`config.mk`:
```
export PLATFORM = sky130hd
export DESIGN_NAME = cvtd_top
export DESIGN_NICKNAME = d
export VERILOG_FILES = /design/src/pkg/cvtd_pkg.sv /design/src/rtl/cvtd_top.sv
export SDC_FILE = /design/constraint.sdc
export NUM_CORES = 1
export LEC_CHECK = 0
export BUFFER_PORTS_ARGS = -buffer_cell sky130_fd_sc_hd__buf_2
export CORE_MARGIN = 5
export CORE_UTILIZATION = 46
export DETAILED_ROUTE_END_ITERATION = 12
export GPL_TIMING_DRIVEN = 0
export PLACE_DENSITY = 0.83
export SETUP_SLACK_MARGIN = 0.02
export SLEW_MARGIN = 20
export SYNTH_ARGS = -nofsm -noshare
export SYNTH_HDL_FRONTEND = slang
export SYNTH_SLANG_ARGS = --single-unit
export TNS_END_PERCENT = 1
```
`constraint.sdc`:
```
create_clock -name mclk -period 2 [get_ports mclk]
set_clock_uncertainty 0.15 [all_clocks]
set_input_delay 0.2 -clock mclk [delete_from_list [all_inputs] [get_ports mclk]]
set_output_delay 0.2 -clock mclk [all_outputs]
set_load 0.1 [all_outputs]
```
`src/pkg/cvtd_pkg.sv`:
```
`default_nettype none
package cvtd_pkg;
    // printed offsets are not multiples of four: kept as indices, byte address = 4 * index
    localparam logic [15:0] IDX_VCC_STABLE_TIMER    = 16'hfe04;
    localparam logic [15:0] IDX_CARD_DETECT_CONTROL = 16'hfe05;
    localparam logic [15:0] IDX_VCC_CONTROL         = 16'hfe03;
    localparam logic [15:0] IDX_IRQ_STATUS          = 16'hfe40;
    localparam logic [15:0] IDX_IRQ_MASK            = 16'hfe41;
    localparam logic [7:0]  RST_VCC_STABLE_TIMER    = 8'h0f;
    localparam logic [7:0]  RST_CARD_DETECT_CONTROL = 8'h00;
    localparam logic [7:0]  RST_VCC_CONTROL         = 8'h00;
    localparam logic [1:0]  RST_IRQ                 = 2'h0;
    // vcc_stable_timer fields
    localparam int OFF_DELAY_LSB = 4;
    localparam int ON_CHECK_LSB  = 0;
    // card_detect_control fields
    localparam int DEBOUNCE_BIT  = 7;
    localparam int DETECT_EN_BIT = 6;
    localparam int POLARITY_BIT  = 3;
    localparam int PULLUP_N_BIT  = 2;
    localparam int PULLDOWN_BIT  = 1;
    localparam int PRESENT_BIT   = 0;
    // vcc control fields
    localparam int VSEL_LSB      = 6;
    localparam int READY_ST_BIT  = 4;
    localparam int VOK_BIT       = 3;
    localparam int POWER_DOWN_BIT = 0;
    // irq bits
    localparam int IRQ_CARD_EVT  = 0;
    localparam int IRQ_VCC_FAIL  = 1;
    // debounce: 64 ms at 1 kHz tick
    localparam int DEBOUNCE_MS    = 64;
    localparam int TICK_HZ        = 1000;
    localparam logic [6:0] DEBOUNCE_TICKS = 7'(DEBOUNCE_MS * TICK_HZ / 1000);
    localparam logic [1:0] VSEL_OFF = 2'h0;
    localparam logic [1:0] BRESP_OKAY   = 2'h0;
    localparam logic [1:0] BRESP_SLVERR = 2'h2;
    typedef enum logic [3:0] {
        ST_OFF      = 4'b0001,
        ST_ON_WAIT  = 4'b0010,
        ST_ACTIVE   = 4'b0100,
        ST_OFF_WAIT = 4'b1000
    } cvtd_state_t;
endpackage
`default_nettype wire

```
`src/rtl/cvtd_top.sv`:
```
`timescale 1ns/10ps
`default_nettype none
module cvtd_top (
    // clock and reset
    input  wire logic        mclk,
    input  wire logic        reset,
    // axi4-lite write address / data / response
    input  wire logic [17:0] s_axi_awaddr,
    input  wire logic        s_axi_awvalid,
    output logic             s_axi_awready,
    input  wire logic [31:0] s_axi_wdata,
    input  wire logic [3:0]  s_axi_wstrb,
    input  wire logic        s_axi_wvalid,
    output logic             s_axi_wready,
    output logic [1:0]       s_axi_bresp,
    output logic             s_axi_bvalid,
    input  wire logic        s_axi_bready,
    // axi4-lite read
    input  wire logic [17:0] s_axi_araddr,
    input  wire logic        s_axi_arvalid,
    output logic             s_axi_arready,
    output logic [31:0]      s_axi_rdata,
    output logic [1:0]       s_axi_rresp,
    output logic             s_axi_rvalid,
    input  wire logic        s_axi_rready,
    // timing sources, synchronous single-cycle ticks
    input  wire logic        tick_32k,
    input  wire logic        tick_1k,
    // card supply side
    input  wire logic        supply_stable_status,
    input  wire logic        ready_in,
    input  wire logic        supply_fault,
    output logic             vcc_enable,
    output logic [1:0]       vcc_level,
    // card detect pin
    input  wire logic        card_detect_pin,
    output logic             pullup_on,
    output logic             pulldown_on,
    // interrupt
    output logic             irq
);
    cvtd_pkg::cvtd_state_t state_r;
    logic [7:0] tmr_r;
    logic [7:0] cdc_r;
    logic [1:0] vsel_r;
    logic       ready_start_r;
    logic       power_down_r;
    logic [1:0] ists_r;
    logic [1:0] imask_r;
    logic [3:0] cnt_r;
    logic [6:0] deb_r;
    logic       present_r;
    logic       vok_d_r;
    logic       aw_hold_r;
    logic       w_hold_r;
    logic [17:0] awaddr_r;
    logic [31:0] wdata_r;
    logic [3:0]  wstrb_r;

    function automatic logic [15:0] reg_index(input logic [17:0] a);
        reg_index = a[17:2];
    endfunction

    // write path: address and data are accepted separately, in either order
    logic wr_go;
    logic [15:0] wr_idx;
    logic wr_hit;
    logic wr_en;
    assign s_axi_awready = !aw_hold_r && !s_axi_bvalid;
    assign s_axi_wready  = !w_hold_r && !s_axi_bvalid;
    assign wr_go  = aw_hold_r && w_hold_r && !s_axi_bvalid;
    assign wr_idx = reg_index(awaddr_r);
    assign wr_en  = wr_go && wstrb_r[0];
    assign wr_hit = wr_idx == cvtd_pkg::IDX_VCC_STABLE_TIMER || wr_idx == cvtd_pkg::IDX_CARD_DETECT_CONTROL
                 || wr_idx == cvtd_pkg::IDX_VCC_CONTROL || wr_idx == cvtd_pkg::IDX_IRQ_STATUS
                 || wr_idx == cvtd_pkg::IDX_IRQ_MASK;

    always_ff @(posedge mclk) begin
        if (reset) begin
            aw_hold_r    <= 1'b0;
            w_hold_r     <= 1'b0;
            awaddr_r     <= 18'h0;
            wdata_r      <= 32'h0;
            wstrb_r      <= 4'h0;
            s_axi_bvalid <= 1'b0;
            s_axi_bresp  <= cvtd_pkg::BRESP_OKAY;
        end else begin
            if (s_axi_awvalid && s_axi_awready) begin
                aw_hold_r <= 1'b1;
                awaddr_r  <= s_axi_awaddr;
            end
            if (s_axi_wvalid && s_axi_wready) begin
                w_hold_r <= 1'b1;
                wdata_r  <= s_axi_wdata;
                wstrb_r  <= s_axi_wstrb;
            end
            if (wr_go) begin
                aw_hold_r    <= 1'b0;
                w_hold_r     <= 1'b0;
                s_axi_bvalid <= 1'b1;
                s_axi_bresp  <= wr_hit ? cvtd_pkg::BRESP_OKAY : cvtd_pkg::BRESP_SLVERR;
            end else if (s_axi_bvalid && s_axi_bready) begin
                s_axi_bvalid <= 1'b0;
            end
        end
    end

    // read path
    logic [15:0] rd_idx;
    logic [7:0]  rd_byte;
    logic        rd_hit;
    assign s_axi_arready = !s_axi_rvalid;
    assign rd_idx = reg_index(s_axi_araddr);
    always_comb begin
        rd_hit  = 1'b1;
        rd_byte = 8'h00;
        if (rd_idx == cvtd_pkg::IDX_VCC_STABLE_TIMER) begin
            rd_byte = tmr_r;
        end else if (rd_idx == cvtd_pkg::IDX_CARD_DETECT_CONTROL) begin
            rd_byte = {cdc_r[7:1], present_r};
        end else if (rd_idx == cvtd_pkg::IDX_VCC_CONTROL) begin
            rd_byte = {vsel_r, 1'b0, ready_start_r, supply_stable_status, 2'b00, power_down_r};
        end else if (rd_idx == cvtd_pkg::IDX_IRQ_STATUS) begin
            rd_byte = {6'h0, ists_r};
        end else if (rd_idx == cvtd_pkg::IDX_IRQ_MASK) begin
            rd_byte = {6'h0, imask_r};
        end else begin
            rd_hit = 1'b0;
        end
    end

    always_ff @(posedge mclk) begin
        if (reset) begin
            s_axi_rvalid <= 1'b0;
            s_axi_rdata  <= 32'h0;
            s_axi_rresp  <= cvtd_pkg::BRESP_OKAY;
        end else if (s_axi_arvalid && s_axi_arready) begin
            s_axi_rvalid <= 1'b1;
            s_axi_rdata  <= {24'h0, rd_byte};
            s_axi_rresp  <= rd_hit ? cvtd_pkg::BRESP_OKAY : cvtd_pkg::BRESP_SLVERR;
        end else if (s_axi_rvalid && s_axi_rready) begin
            s_axi_rvalid <= 1'b0;
        end
    end

    // register writes
    logic wr_tmr;
    logic wr_cdc;
    logic wr_vcc;
    assign wr_tmr = wr_en && wr_idx == cvtd_pkg::IDX_VCC_STABLE_TIMER;
    assign wr_cdc = wr_en && wr_idx == cvtd_pkg::IDX_CARD_DETECT_CONTROL;
    assign wr_vcc = wr_en && wr_idx == cvtd_pkg::IDX_VCC_CONTROL;

    always_ff @(posedge mclk) begin
        if (reset) begin
            tmr_r   <= cvtd_pkg::RST_VCC_STABLE_TIMER;
            cdc_r   <= cvtd_pkg::RST_CARD_DETECT_CONTROL;
            imask_r <= cvtd_pkg::RST_IRQ;
            ready_start_r <= 1'b0;
            power_down_r  <= 1'b0;
        end else begin
            if (wr_tmr) begin
                tmr_r <= wdata_r[7:0];
            end
            if (wr_cdc) begin
                cdc_r <= {wdata_r[7:6], 2'b00, wdata_r[3:1], 1'b0};
            end
            if (wr_vcc) begin
                ready_start_r <= wdata_r[cvtd_pkg::READY_ST_BIT];
                power_down_r  <= wdata_r[cvtd_pkg::POWER_DOWN_BIT];
            end
            if (wr_en && wr_idx == cvtd_pkg::IDX_IRQ_MASK) begin
                imask_r <= wdata_r[1:0];
            end
        end
    end

    // card detect: no dependence on the card logic clock, runs on mclk and tick_1k
    logic pin_present;
    logic qualified;
    logic present_nxt;
    assign pin_present = cdc_r[cvtd_pkg::POLARITY_BIT] ? card_detect_pin : !card_detect_pin;
    assign qualified   = cdc_r[cvtd_pkg::DETECT_EN_BIT] && pin_present;
    always_comb begin
        if (!qualified) begin
            present_nxt = 1'b0;
        end else if (power_down_r || !cdc_r[cvtd_pkg::DEBOUNCE_BIT]) begin
            present_nxt = 1'b1;
        end else begin
            present_nxt = present_r || (tick_1k && deb_r == cvtd_pkg::DEBOUNCE_TICKS - 7'h1);
        end
    end

    always_ff @(posedge mclk) begin
        if (reset) begin
            deb_r     <= 7'h0;
            present_r <= 1'b0;
        end else begin
            present_r <= present_nxt;
            if (!qualified || present_r) begin
                deb_r <= 7'h0;
            end else if (tick_1k && deb_r != cvtd_pkg::DEBOUNCE_TICKS) begin
                deb_r <= deb_r + 7'h1;
            end
        end
    end

    assign pullup_on   = !cdc_r[cvtd_pkg::PULLUP_N_BIT];
    assign pulldown_on = cdc_r[cvtd_pkg::PULLDOWN_BIT];

    // card event on any change of presence
    logic card_evt;
    logic vok_fall;
    assign card_evt = present_nxt != present_r;
    assign vok_fall = vok_d_r && !supply_stable_status;

    // activation sequencer
    logic [3:0] on_cnt;
    logic [3:0] off_cnt;
    logic       on_end;
    logic       vcc_fail;
    logic       emergency;
    logic       vsel_zero_wr;
    logic       vsel_start_wr;
    assign on_cnt  = tmr_r[cvtd_pkg::ON_CHECK_LSB +: 4];
    assign off_cnt = tmr_r[cvtd_pkg::OFF_DELAY_LSB +: 4];
    assign vsel_start_wr = wr_vcc && wdata_r[cvtd_pkg::VSEL_LSB +: 2] != cvtd_pkg::VSEL_OFF;
    assign vsel_zero_wr  = wr_vcc && wdata_r[cvtd_pkg::VSEL_LSB +: 2] == cvtd_pkg::VSEL_OFF;
    // tick count reaches the field: interval = field * 30.5 us
    assign on_end   = state_r == cvtd_pkg::ST_ON_WAIT && on_cnt != 4'h0 && tick_32k && cnt_r == on_cnt - 4'h1;
    assign vcc_fail = on_end && !supply_stable_status;
    assign emergency = supply_fault || card_evt || (state_r == cvtd_pkg::ST_ACTIVE && vok_fall);

    always_ff @(posedge mclk) begin
        if (reset) begin
            state_r <= cvtd_pkg::ST_OFF;
            vsel_r  <= cvtd_pkg::RST_VCC_CONTROL[7:6];
            cnt_r   <= 4'h0;
            vok_d_r <= 1'b0;
        end else begin
            vok_d_r <= supply_stable_status;
            if (tick_32k) begin
                cnt_r <= cnt_r + 4'h1;
            end
            if (emergency && state_r != cvtd_pkg::ST_OFF) begin
                state_r <= cvtd_pkg::ST_OFF;
            end else begin
                unique case (state_r)
                    cvtd_pkg::ST_OFF: begin
                        if (vsel_start_wr && vsel_r == cvtd_pkg::VSEL_OFF) begin
                            vsel_r  <= wdata_r[cvtd_pkg::VSEL_LSB +: 2];
                            cnt_r   <= 4'h0;
                            state_r <= cvtd_pkg::ST_ON_WAIT;
                        end else if (vsel_zero_wr) begin
                            vsel_r <= cvtd_pkg::VSEL_OFF;
                        end
                    end
                    cvtd_pkg::ST_ON_WAIT: begin
                        if (vsel_zero_wr) begin
                            vsel_r  <= cvtd_pkg::VSEL_OFF;
                            state_r <= cvtd_pkg::ST_OFF;
                        end else if (vcc_fail) begin
                            vsel_r  <= cvtd_pkg::VSEL_OFF;
                            state_r <= cvtd_pkg::ST_OFF;
                        end else if (on_end) begin
                            state_r <= cvtd_pkg::ST_ACTIVE;
                        end else if (on_cnt == 4'h0 && ready_start_r && ready_in) begin
                            state_r <= cvtd_pkg::ST_ACTIVE;
                        end
                    end
                    cvtd_pkg::ST_ACTIVE: begin
                        if (vsel_zero_wr) begin
                            vsel_r <= cvtd_pkg::VSEL_OFF;
                            cnt_r  <= 4'h0;
                            state_r <= off_cnt == 4'h0 ? cvtd_pkg::ST_OFF : cvtd_pkg::ST_OFF_WAIT;
                        end
                    end
                    cvtd_pkg::ST_OFF_WAIT: begin
                        if (tick_32k && cnt_r == off_cnt - 4'h1) begin
                            state_r <= cvtd_pkg::ST_OFF;
                        end
                    end
                    default: begin
                        state_r <= cvtd_pkg::ST_OFF;
                    end
                endcase
            end
            // an emergency keeps the selection, but a failed check clears it even then
            if (vcc_fail) begin
                vsel_r <= cvtd_pkg::VSEL_OFF;
            end
        end
    end

    assign vcc_enable = state_r != cvtd_pkg::ST_OFF;
    assign vcc_level  = vsel_r;

    // sticky status, write one to clear; set wins over clear
    always_ff @(posedge mclk) begin
        if (reset) begin
            ists_r <= cvtd_pkg::RST_IRQ;
        end else begin
            for (int i = 0; i < 2; i++) begin
                if ((i == cvtd_pkg::IRQ_CARD_EVT && (card_evt || vcc_fail)) || (i == cvtd_pkg::IRQ_VCC_FAIL && vcc_fail)) begin
                    ists_r[i] <= 1'b1;
                end else if (wr_en && wr_idx == cvtd_pkg::IDX_IRQ_STATUS && wdata_r[i]) begin
                    ists_r[i] <= 1'b0;
                end
            end
        end
    end
    assign irq = |(ists_r & imask_r);

    a_fail_clears_sel: assert property (@(posedge mclk) disable iff (reset)
        vcc_fail |=> vsel_r == cvtd_pkg::VSEL_OFF && !vcc_enable && ists_r[cvtd_pkg::IRQ_CARD_EVT])
        else $error("vcc fail not handled");
    a_removal_fast: assert property (@(posedge mclk) disable iff (reset)
        !qualified |=> !present_r) else $error("presence not cleared");
    a_detect_off: assert property (@(posedge mclk) disable iff (reset)
        !cdc_r[cvtd_pkg::DETECT_EN_BIT] |=> !present_r) else $error("presence while disabled");
    a_pull_ctrl: assert property (@(posedge mclk) disable iff (reset)
        pullup_on == !cdc_r[cvtd_pkg::PULLUP_N_BIT] && pulldown_on == cdc_r[cvtd_pkg::PULLDOWN_BIT])
        else $error("pull control wrong");
    a_event_sets: assert property (@(posedge mclk) disable iff (reset)
        $changed(present_r) |-> ists_r[cvtd_pkg::IRQ_CARD_EVT]) else $error("card event lost");
    a_bypass_debounce: assert property (@(posedge mclk) disable iff (reset)
        power_down_r && qualified |=> present_r) else $error("power-down debounce");
    a_no_early_present: assert property (@(posedge mclk) disable iff (reset)
        cdc_r[cvtd_pkg::DEBOUNCE_BIT] && !power_down_r && !present_r
        && deb_r < cvtd_pkg::DEBOUNCE_TICKS - 7'h1 |=> !present_r) else $error("early presence");
    a_zero_off_delay: assert property (@(posedge mclk) disable iff (reset)
        state_r == cvtd_pkg::ST_ACTIVE && vsel_zero_wr && off_cnt == 4'h0 && !emergency |=> state_r == cvtd_pkg::ST_OFF)
        else $error("off delay not zero");
    a_emergency_now: assert property (@(posedge mclk) disable iff (reset)
        supply_fault && vcc_enable |=> !vcc_enable) else $error("emergency delayed");
    a_no_timeout_zero: assert property (@(posedge mclk) disable iff (reset)
        state_r == cvtd_pkg::ST_ON_WAIT && on_cnt == 4'h0 && !(ready_start_r && ready_in)
        && !emergency && !vsel_zero_wr |=> state_r == cvtd_pkg::ST_ON_WAIT) else $error("timeout with zero");
    c_activate: cover property (@(posedge mclk) state_r == cvtd_pkg::ST_ON_WAIT ##[1:600] state_r == cvtd_pkg::ST_ACTIVE);
    c_off_delay: cover property (@(posedge mclk) state_r == cvtd_pkg::ST_OFF_WAIT ##1 state_r == cvtd_pkg::ST_OFF);
    c_vcc_fail: cover property (@(posedge mclk) vcc_fail);
    c_present: cover property (@(posedge mclk) $rose(present_r) && cdc_r[7]);
endmodule
`default_nettype wire

```
==> flow_summary.toml, run 1 <==
[sta]
rsz0062_at_grt = "yes"
fin_setup_tns_ns = -0.154
setup_viol = 7
whs_ns = 0.0117
fin_crit_ns = 2.06
final-hold-violation-count = 0
worst_slack_ns = -0.0566
slew_headroom = 0.603
tightest_slew_ns = 0.593
fin_crit_sh = 1.03
max_freq_mhz = 486
slew_viol_final = 0

[clock_network]
insertion_delay_ns = 0.35
clk_path_buf_depth = 2
clk_pin_slew_ns = 0.08
numCtsBuffers = 9
cts_tree = "yes"
cts_sinks = 77
htree_num_levels = 3
cts-root-buf = "clkbuf_8"

[placement]
gp_congestion = 0.897
detailedPlace.worstSlack_ns = -0.327
place.port_buffers = 71
hpwl_um = 7770

[setup_path]
crit_cells = 7
reg2reg_from = "tmr_r[0]$_SDFFE_PP1P_"
crit_fanout = 3
critPathArrivalTime_ns = 2.18
worstPathBufferInverterCount = 1
crit_path_top_delay_cell = "a2111o_1"
path_delay_family = "simple AND/OR/NAND/NOR gates"
worst_setup_path_end_kind = "register"
startpoint = "tmr_r[0]$_SDFFE_PP1P_"
slowest_delay_ns = 0.39
rr_endpoint = "state_r[0]$_SDFFE_PP1P_"
regToRegSetupSlack_ns = -0.06
crit_chain = "inv_4, ha_4, xor2_1, or3_4, a2111o_1, and3b_1, o221ai_2"
path_class = "reg -> reg"
critPathRequiredTime_ns = 2.12
rr_worst_depth = 7
critPathCapture = "state_r[0]$_SDFFE_PP1P_"
cp-start-kind = "register"

[power_and_ir_drop]
vdd_ir_drop_max_v = 0.000612
p_leak_nw = 2.14
p_per_area_nw_per_um2 = 692

[drt]
vias_per_cell = 5.35
wl_per_cell_um = 15.1
vias = 3854
dr.pass1.iters = 6
post-route-drc-count = 0
wirelength_um = 10900
drt_iter0_drc = 209
ant_nets = 0

[synthesis]
async_flop_share = 0
synth_top_area_frac = 0.385
netlist_instances = 468
synth_seq_area_share = 0.385
yosysTopAreaCell = "dfxtp_1"
synthFlopType = "dfxtp_1"
yosys_warnings = 0
syn-cell-area_um2 = 4000
avgSynthCellArea_um2 = 8.54
ys_seq_elements = 77
synthTopCellsByArea = "dfxtp_1, nand2_1, a21oi_1, buf_4, mux2i_1"
yosysUniqueCellTypes = 66
synth-edff-count = 0

[grt]
grt_max_degree = 14
grt_pass1_wl_um = 17600
overflow = 0
first_global_vias = 3818
antenna_found_initial = 0
grt_usage = 0.207

[finish]
area_growth_syn_to_layout_pct = 32.5
drive_gt1_frac = 0.289
antennaDiodeCount = 0
nNetsFinal = 701

[die]
die_w_um = 103
start_util = 0.465
die_h_um = 103
ios = 132
rows = 34
coreArea_um2 = 8590
die_area_um2 = 10700

[job]
drv_cap = 0

[hold_path]
hold_class = "in -> reg"

[outcome]
status = "complete, but fails checks"
violations = "negative setup slack"
==> final cells by class <==
class	count	area [µm²]
timing repair buffer	105	694
tap	108	135
sequential	77	1570
multi-input combinational	358	2360
inverter	15	58.8
clock buffer	10	128
fill	725	3300
clock inverter	5	83.8
buffer	43	268
==> layer usage <==
layer / track usage / share of wire / up-vias
met1: 0.247 / 0.41 / 1767
met3: 0.0443 / 0.076 / 30
met5: 0 / 0 / -
met2: 0.361 / 0.49 / 172
li1: - / - / 1885
met4: 0.0867 / 0.026 / 0
==> through the flow <==
| step | power [W] | util | instances | instance area (µm²) |
|---|---|---|---|---|
| after floorplan | 0.00223 | - | 493 | 4100 |
| after global placement | 0.00235 | 0.535 | 672 | 4590 |
| after global routing | 0.00379 | 0.616 | 721 | 5300 |
| after detailed placement | 0.00237 | 0.535 | 672 | 4590 |
| after CTS | 0.00366 | 0.607 | 719 | 5210 |
| final | 0.00366 | 0.616 | 721 | 5300 |
==> cells by family (layout without fill, tap and decap cells) <==
| logic type | Yosys count | in the layout | share of synthesized area |
|---|---|---|---|
| DFF | 77 | 77 | 0.385 |
| AOI/OAI and AO/OA | 90 | 90 | 0.140 |
| adders and majority gates | 7 | 7 | 0.0219 |
| and+or+nand+nor | 197 | 197 | 0.278 |
| other | 1 | 26 | 0.000938 |
| xor gates and xnor gates | 19 | 19 | 0.0451 |
| muxes | 19 | 19 | 0.0482 |
| buffers and inverters | 58 | 178 | 0.0804 |
==> registers in the layout (all words and copies together), names as in the netlist, 2 cells and up <==
name / flops
deb_r: 7
state_r: 4
ists_r: 2
cnt_r: 4
vcc_level: 2
s_axi_rdata: 8
cdc_r: 5
tmr_r: 8
awaddr_r: 16
imask_r: 2
wdata_r: 8
==> synthesized netlist by cell type, types with 2 or more instances <==
cell	number
a211oi_1	3
a21oi_1	46
a221oi_1	2
a222oi_1	3
a31oi_1	2
a41oi_1	2
and2_1	4
and3_1	5
and4b_1	2
buf_4	27
clkbuf_1	14
dfxtp_1	77
ha_1	7
inv_1	14
mux2_2	2
mux2i_1	17
nand2_1	78
nand2b_1	4
nand3_1	6
nand3b_1	2
nand4_1	10
nand4bb_1	2
nor2_1	33
nor2b_1	8
nor3_1	11
nor4_1	3
nor4_4	3
nor4b_1	4
o211ai_1	5
o21a_1	2
o21ai_0	13
or3_1	6
or3b_2	2
xnor2_1	7
xor2_1	11
==> what timing repair did <==
action / in CTS / in global routing
hold buffers: 28 / 0
cloned: 0 / 0
setup endpoints to repair: 26 / 28
hold endpoints to repair: 27 / 0
setup buffers: 4 / 2
pin swaps: 7 / 11
gates resized for setup: 31 / 21
==> power breakdown <==
| part | internal, W | switching, W | leakage [nW] |
|---|---|---|---|
| Combinational | 0.000202 | 0.000539 | 1.41 |
| Clock | 0.000701 | 0.000575 | 0.0990 |
| Sequential | 0.00159 | 0.0000618 | 0.632 |
==> worst min path at each step <==
stage | start | endpoint | slack (ns) | cells past startpoint
floorplan | s_axi_rready | s_axi_rvalid$_SDFFE_PP0P_ | 0.14 | 1
global placement | s_axi_rready | s_axi_rvalid$_SDFFE_PP0P_ | 0.23 | 2
detailed placement | s_axi_rready | s_axi_rvalid$_SDFFE_PP0P_ | 0.24 | 2
CTS | supply_stable_status | vok_d_r$_SDFF_PP0_ | 0.0008 | 3
global route | supply_stable_status | vok_d_r$_SDFF_PP0_ | 0.03 | 3
finish | supply_stable_status | vok_d_r$_SDFF_PP0_ | 0.01 | 3
==> cell usage in the layout, fill, tap and decap left out, drive strengths merged, types with 7 or more instances in the layout <==
cell           n
buf          106
nand2         78
dfxtp         77
a21oi         46
nor2          33
dlygate4sd3   28
conb          26
clkbuf        24
mux2i         17
inv           15
o21ai         14
nor3          12
xor2          11
nand4         10
nor2b          8
xnor2          7
ha             7
==> worst register-to-register path: stages, from the launching register on <==
cell and delay (ns):
dfxtp_2 0.36, inv_4 0.05, ha_4 0.15, xor2_1 0.17, or3_4 0.35, a2111o_1 0.39, and3b_1 0.20, o221ai_2 0.16
(Power assumes the default switching activity.)
==> run 2, diff against run 1 <==
--- a/config.mk
+++ b/config.mk
@@ -11,7 +11,9 @@
 export DETAILED_ROUTE_END_ITERATION = 12
 export GPL_TIMING_DRIVEN = 0
 export PLACE_DENSITY = 0.83
+export RECOVER_POWER = 100
 export SETUP_SLACK_MARGIN = 0.02
+export SKIP_CTS_REPAIR_TIMING = 1
 export SLEW_MARGIN = 20
 export SYNTH_ARGS = -nofsm -noshare
 export SYNTH_HDL_FRONTEND = slang
==> run 2 against run 1 <==
Net effect:
- the run still ends with negative setup slack left
- global-route usage decreased by 1.3 points
- sequential power about the same
- die area unchanged
- cell count decreased by 0.14%
- critical path depth unchanged
- power decreased by 0.16%
- clock power about the same
- non-clock buffer count decreased by 1
- flip-flop and latch count unchanged
- sequential share of layout area increased by 0.21 points
- combinational power decreased by 0.9%
==> flow_summary.toml, run 2 (synthesis gave the netlist of run 1 again) <==
[clock_network]
cts_sinks = 77
insertion_delay_ns = 0.35
numCtsBuffers = 9
clk_pin_slew_ns = 0.08
htree_num_levels = 3
clk_path_buf_depth = 2
cts_tree = "yes"
cts-root-buf = "clkbuf_8"

[drt]
post-route-drc-count = 0
drt_iter0_drc = 215
dr.pass1.iters = 7
wl_per_cell_um = 15.2
ant_nets = 0
vias_per_cell = 5.33
wirelength_um = 11000
vias = 3839

[placement]
place.port_buffers = 71
detailedPlace.worstSlack_ns = -0.327
dp_cells = 672
gp_congestion = 0.897
hpwl_um = 7770

[finish]
drive_gt1_frac = 0.271
stdcell_count = 720
top_register = "awaddr_r"
area_growth_syn_to_layout_pct = 30.8
nNetsFinal = 700
finalCoreUtilization = 0.609
mostFrequentLayoutCells = "nand2_1, dfxtp_1, buf_2, a21oi_1, nor2_1"
largest_reg_flops = 16
final_common_cell = "nand2_1"
fillCellCount = 737
antennaDiodeCount = 0

[setup_path]
slowest_delay_ns = 0.46
crit_fanout = 3
critPathArrivalTime_ns = 2.28
cp-start-kind = "register"
worst_setup_path_end_kind = "register"
crit_chain = "inv_4, ha_4, xor2_2, or3_4, a2111o_1, and3b_1, o221ai_2"
critPathRequiredTime_ns = 2.12
crit_path_top_delay_cell = "a2111o_1"
path_class = "reg -> reg"

[die]
ios = 132
coreArea_um2 = 8590
die_w_um = 103
start_util = 0.465
rows = 34
die_h_um = 103
die_area_um2 = 10700

[power_and_ir_drop]
p_per_area_nw_per_um2 = 699
p_leak_nw = 2.10
vdd_ir_drop_max_v = 0.000638

[sta]
fin_crit_ns = 2.16
tightest_slew_ns = 0.635
max_freq_mhz = 463
slew_viol_final = 0
rsz0062_at_grt = "yes"
slew_headroom = 0.573
final-hold-violation-count = 0
fin_setup_tns_ns = -0.735
fin_crit_sh = 1.08
worst_slack_ns = -0.161
setup_viol = 20

[outcome]
violations = "negative setup slack"
status = "complete, but fails checks"

[hold_path]
hold_class = "in -> reg"

[grt]
grt_pass1_wl_um = 16300
first_global_vias = 3557
antenna_found_initial = 0
grt_usage = 0.194
grt_max_degree = 14
overflow = 0

[job]
drv_cap = 0
==> run 2: cell types whose count changed in the layout (fill, tap and decap cells not counted), sizes merged <==
cell | before | now
buf | 106 | 82
clkbuf | 24 | 47
==> run 2: cell type report <==
| cell class | instances | area, µm² | share of cell area |
|---|---|---|---|
| Buffer | 43 | 268 | 0.0512 |
| Clock buffer | 10 | 128 | 0.0244 |
| Clock inverter | 5 | 83.8 | 0.0160 |
| Inverter | 15 | 61.3 | 0.0117 |
| Multi-Input combinational cell | 358 | 2320 | 0.444 |
| Sequential cell | 77 | 1560 | 0.298 |
| Tap cell | 108 | 135 | 0.0258 |
| Timing Repair Buffer | 104 | 676 | 0.129 |
==> run 2: per-stage QoR <==
| stage | instance area, µm² | hold slack (ns) | total power (W) |
|---|---|---|---|
| final | 5230 | 0.00352 | 0.00366 |
| after global placement | 4590 | 0.234 | 0.00235 |
| after CTS | 4810 | -0.133 | 0.00362 |
| after detailed placement | 4590 | 0.236 | 0.00237 |
| after floorplan | 4100 | 0.142 | 0.00223 |
| after global routing | 5230 | 0.0254 | 0.00379 |
==> run 2: routing by layer <==
layer,part of all wire,track usage,wire (µm),up-vias
met5,0,0,0,-
met3,0.080,0.0382,874,28
met4,0.028,0.0787,310,0
li1,-,-,-,1882
met2,0.49,0.329,5330,170
met1,0.41,0.242,4450,1759
==> run 2: power by group <==
| group | leakage [nW] | internal (W) | total, W | switching, W |
|---|---|---|---|---|
| Clock | 0.0990 | 0.000701 | 0.00128 | 0.000578 |
| Combinational | 1.37 | 0.000197 | 0.000734 | 0.000536 |
| Sequential | 0.630 | 0.00159 | 0.00165 | 0.0000597 |
==> run 2: worst paths after layout <==
check             cells after the start                        start  slack [ns]                     endpoint
setup / recovery                      7        tmr_r[1]$_SDFFE_PP1P_       -0.16      state_r[0]$_SDFFE_PP1P_
hold / removal                        3         supply_stable_status       0.004           vok_d_r$_SDFF_PP0_
setup reg to reg                      7        tmr_r[1]$_SDFFE_PP1P_       -0.16      state_r[0]$_SDFFE_PP1P_
hold reg to reg                       2  s_axi_rdata[0]$_SDFFE_PP0P_        0.31  s_axi_rdata[0]$_SDFFE_PP0P_
==> run 2: critical path: cells and delay by family (launching register included) <==
family,cells,cell delay [ns]
simple gates,2,0.55
flops,1,0.37
compound gates,2,0.62
buf+inv,1,0.06
xor+xnor,1,0.17
fa+ha+maj,1,0.16
==> run 3, diff against run 2 <==
--- a/config.mk
+++ b/config.mk
@@ -5,15 +5,16 @@
 export SDC_FILE = /design/constraint.sdc
 export NUM_CORES = 1
 export LEC_CHECK = 0
+export ABC_AREA = 1
 export BUFFER_PORTS_ARGS = -buffer_cell sky130_fd_sc_hd__buf_2
+export CORE_ASPECT_RATIO = 1.2
 export CORE_MARGIN = 5
 export CORE_UTILIZATION = 46
 export DETAILED_ROUTE_END_ITERATION = 12
 export GPL_TIMING_DRIVEN = 0
-export PLACE_DENSITY = 0.83
+export PLACE_DENSITY = 0.82
 export RECOVER_POWER = 100
 export SETUP_SLACK_MARGIN = 0.02
-export SKIP_CTS_REPAIR_TIMING = 1
 export SLEW_MARGIN = 20
 export SYNTH_ARGS = -nofsm -noshare
 export SYNTH_HDL_FRONTEND = slang
==> run 3 against run 2 <==
Net effect:
- worst setup slack gained 0.27 ns
- largest power group unchanged
- non-clock buffer count shrank 10
- largest cell class unchanged
- flip-flop and latch count is the same
- highest routed layer unchanged
- via count grew 14%
- routed wire length grew 5.4%
- the run now ends clean
- cell count grew 23%
- clock-buffer cell count grew 1
==> flow_summary.toml, run 3 <==
[synthesis]
async_flop_share = 0
synthTopCellsByArea = "dfxtp_1, nand2_1, nor2_1, inv_1, o21ai_0"
synth_top_area_frac = 0.368
avgSynthCellArea_um2 = 6.73
yosys_warnings = 0
synthFlopType = "dfxtp_1"
synth-edff-count = 0
netlist_instances = 622
yosysTopAreaCell = "dfxtp_1"
ys_seq_elements = 77
synth_seq_area_share = 0.368
synth.most_common_cell = "nand2_1"
yosys-top-cells-count = "nand2_1, nor2_1, inv_1, dfxtp_1, o21ai_0"
syn-cell-area_um2 = 4180
yosysUniqueCellTypes = 42

[setup_path]
worst_setup_path_end_kind = "register"
crit_chain = "inv_2, ha_1, nand2_1, inv_1, nor2_1, nand2_1, nor2_2, nand2_1, nand3_2, nand2_2, nor2_4, nand2_1, nand2_1, nor2_1"
critPathArrivalTime_ns = 2.00
reg2reg_from = "tmr_r[0]$_SDFFE_PP1P_"
slowest_delay_ns = 0.36
regToRegSetupSlack_ns = 0.11
cpMostUsedCell = "nand2_1"
rr_worst_depth = 14
path_class = "reg -> reg"
crit_path_top_delay_cell = "dfxtp_2"
cp-start-kind = "register"
path_delay_family = "simple AND/OR/NAND/NOR gates"
critPathRequiredTime_ns = 2.11
worstPathBufferInverterCount = 2
rr_endpoint = "state_r[3]$_SDFFE_PP0P_"
crit_fanout = 5

[drt]
wl_per_cell_um = 13.1
vias_per_cell = 4.96
post-route-drc-count = 0
drt_iter0_drc = 227
dr.pass1.iters = 6
wirelength_um = 11600
vias = 4379
ant_nets = 0

[finish]
nNetsFinal = 849
largest_reg_flops = 16
drive_gt1_frac = 0.198
top_register = "awaddr_r"
area_growth_syn_to_layout_pct = 26.7
final_common_cell = "nand2_1"
final_area_um2 = 5300
fillCellCount = 822
mostFrequentLayoutCells = "nand2_1, nor2_1, inv_1, dfxtp_1, buf_2"
antennaDiodeCount = 0

[sta]
fin_crit_ns = 1.89
max_freq_mhz = 529
setup_viol = 0
whs_ns = 0.0166
rsz0062_at_grt = "yes"
final-hold-violation-count = 0
slew_headroom = 0.553
slew_viol_final = 0
fin_crit_sh = 0.946
tightest_slew_ns = 0.670

[clock_network]
numCtsBuffers = 9
insertion_delay_ns = 0.36
cts_sinks = 77
clk_path_buf_depth = 2
postCtsSetupBuffers = 0
htree_num_levels = 3
clk_pin_slew_ns = 0.08
cts_tree = "yes"
cts-root-buf = "clkbuf_8"

[hold_path]
hold_class = "in -> reg"
min_path_cells = 3
min_to = "vok_d_r$_SDFF_PP0_"
hold_start = "supply_stable_status"

[power_and_ir_drop]
power_frac_comb = 0.294
power.internal_w = 0.00273
vdd_ir_drop_max_v = 0.000508
p_clk_frac = 0.306
p_leak_nw = 2.60
p_per_area_nw_per_um2 = 818
p_sw_w = 0.00161
power_w = 0.00434
switching_share = 0.371
seqPwrFrac = 0.400

[die]
ios = 132
rows = 38
start_util = 0.466
coreArea_um2 = 8990
die_area_um2 = 11100
die_h_um = 114
die_w_um = 97.1

[grt]
grt_pass1_wl_um = 18800
first_global_vias = 4219
overflow = 0
antenna_found_initial = 0
grt_usage = 0.207
grt_max_degree = 14

[placement]
place_area_um2 = 4830
hpwl_um = 8370
gp_congestion = 0.927
place.port_buffers = 74

[job]
drv_cap = 0

[outcome]
status = "finished clean"
==> run 3: cells by family (layout without fill, tap and decap cells) <==
group           after synthesis  count (layout)  share of synthesized area
xor+xnor                      2               2                    0.00419
compound gates               99              99                      0.126
simple gates                312             312                      0.344
fa+ha+maj                     7               7                     0.0209
flops                        77              77                      0.368
other cells                   1              26                   0.000896
buf+inv                     124             239                      0.135
==> run 3: stage by stage <==
stage | setup WS (ns) | TNS (ns) | util | instances
4_1_cts | 0.00663 | 0 | 0.590 | 882
3_3_place_gp | 0.0121 | 0 | 0.537 | 841
2_1_floorplan | -0.0227 | -0.0365 | - | 647
5_1_grt | -0.0539 | -0.191 | 0.590 | 882
3_5_place_dp | 0.0172 | 0 | 0.537 | 841
6_report | 0.109 | 0 | 0.590 | 882
==> run 3: what timing repair did <==
item                                   4_1_cts  5_1_grt
hold buffers                                25        0
setup endpoints to repair                    1       10
cloned                                       0        0
resized for setup                            0       12
pin swaps                                    0        0
endpoints found under the hold margin       25        0
==> run 3: final cells by class <==
| type | count | area [µm²] | area share |
|---|---|---|---|
| plain buffers | 38 | 240 | 0.0453 |
| clock buffers | 11 | 141 | 0.0267 |
| clock inverters | 5 | 82.6 | 0.0156 |
| inverters | 86 | 327 | 0.0616 |
| multi-input cells | 446 | 2190 | 0.413 |
| flip-flops and latches | 77 | 1550 | 0.292 |
| well taps | 120 | 150 | 0.0283 |
| repair buffers | 99 | 622 | 0.117 |
==> run 3: worst max-delay path by stage <==
stage                                  endpoint  slack (ns)  depth (start not counted)                       from
floorplan           s_axi_rdata[2]$_SDFFE_PP0P_       -0.02                          6  s_axi_rvalid$_SDFFE_PP0P_
global placement        state_r[2]$_SDFFE_PP0P_        0.01                         12      tmr_r[0]$_SDFFE_PP1P_
detailed placement      state_r[2]$_SDFFE_PP0P_        0.02                         12      tmr_r[0]$_SDFFE_PP1P_
CTS                     state_r[2]$_SDFFE_PP0P_       0.007                         12      tmr_r[0]$_SDFFE_PP1P_
global route            state_r[3]$_SDFFE_PP0P_       -0.05                         14      tmr_r[0]$_SDFFE_PP1P_
finish                  state_r[3]$_SDFFE_PP0P_        0.11                         14      tmr_r[0]$_SDFFE_PP1P_
==> run 3: power groups by stage <==
stage	logic [W]	clock network (W)	registers (W)
6_report	0.00128	0.00133	0.00174
5_1_grt	0.00139	0.00140	0.00175
4_1_cts	0.00126	0.00133	0.00173
3_5_place_dp	0.00122	0	0.00177
3_3_place_gp	0.00118	0	0.00176
2_1_floorplan	0.000926	0	0.00183
==> run 3: per-layer routing <==
layer	track usage	vias to the layer above	part of all wire
met5	0	-	0
met4	0.100	0	0.033
met3	0.0542	38	0.073
met2	0.382	178	0.50
met1	0.219	1956	0.39
li1	-	2207	-
==> run 3: worst min-delay path: cells and delay by family <==
family	cells	cell delay [ns]
AND/OR/NAND/NOR	1	0.12
buffers and inverters	2	0.16
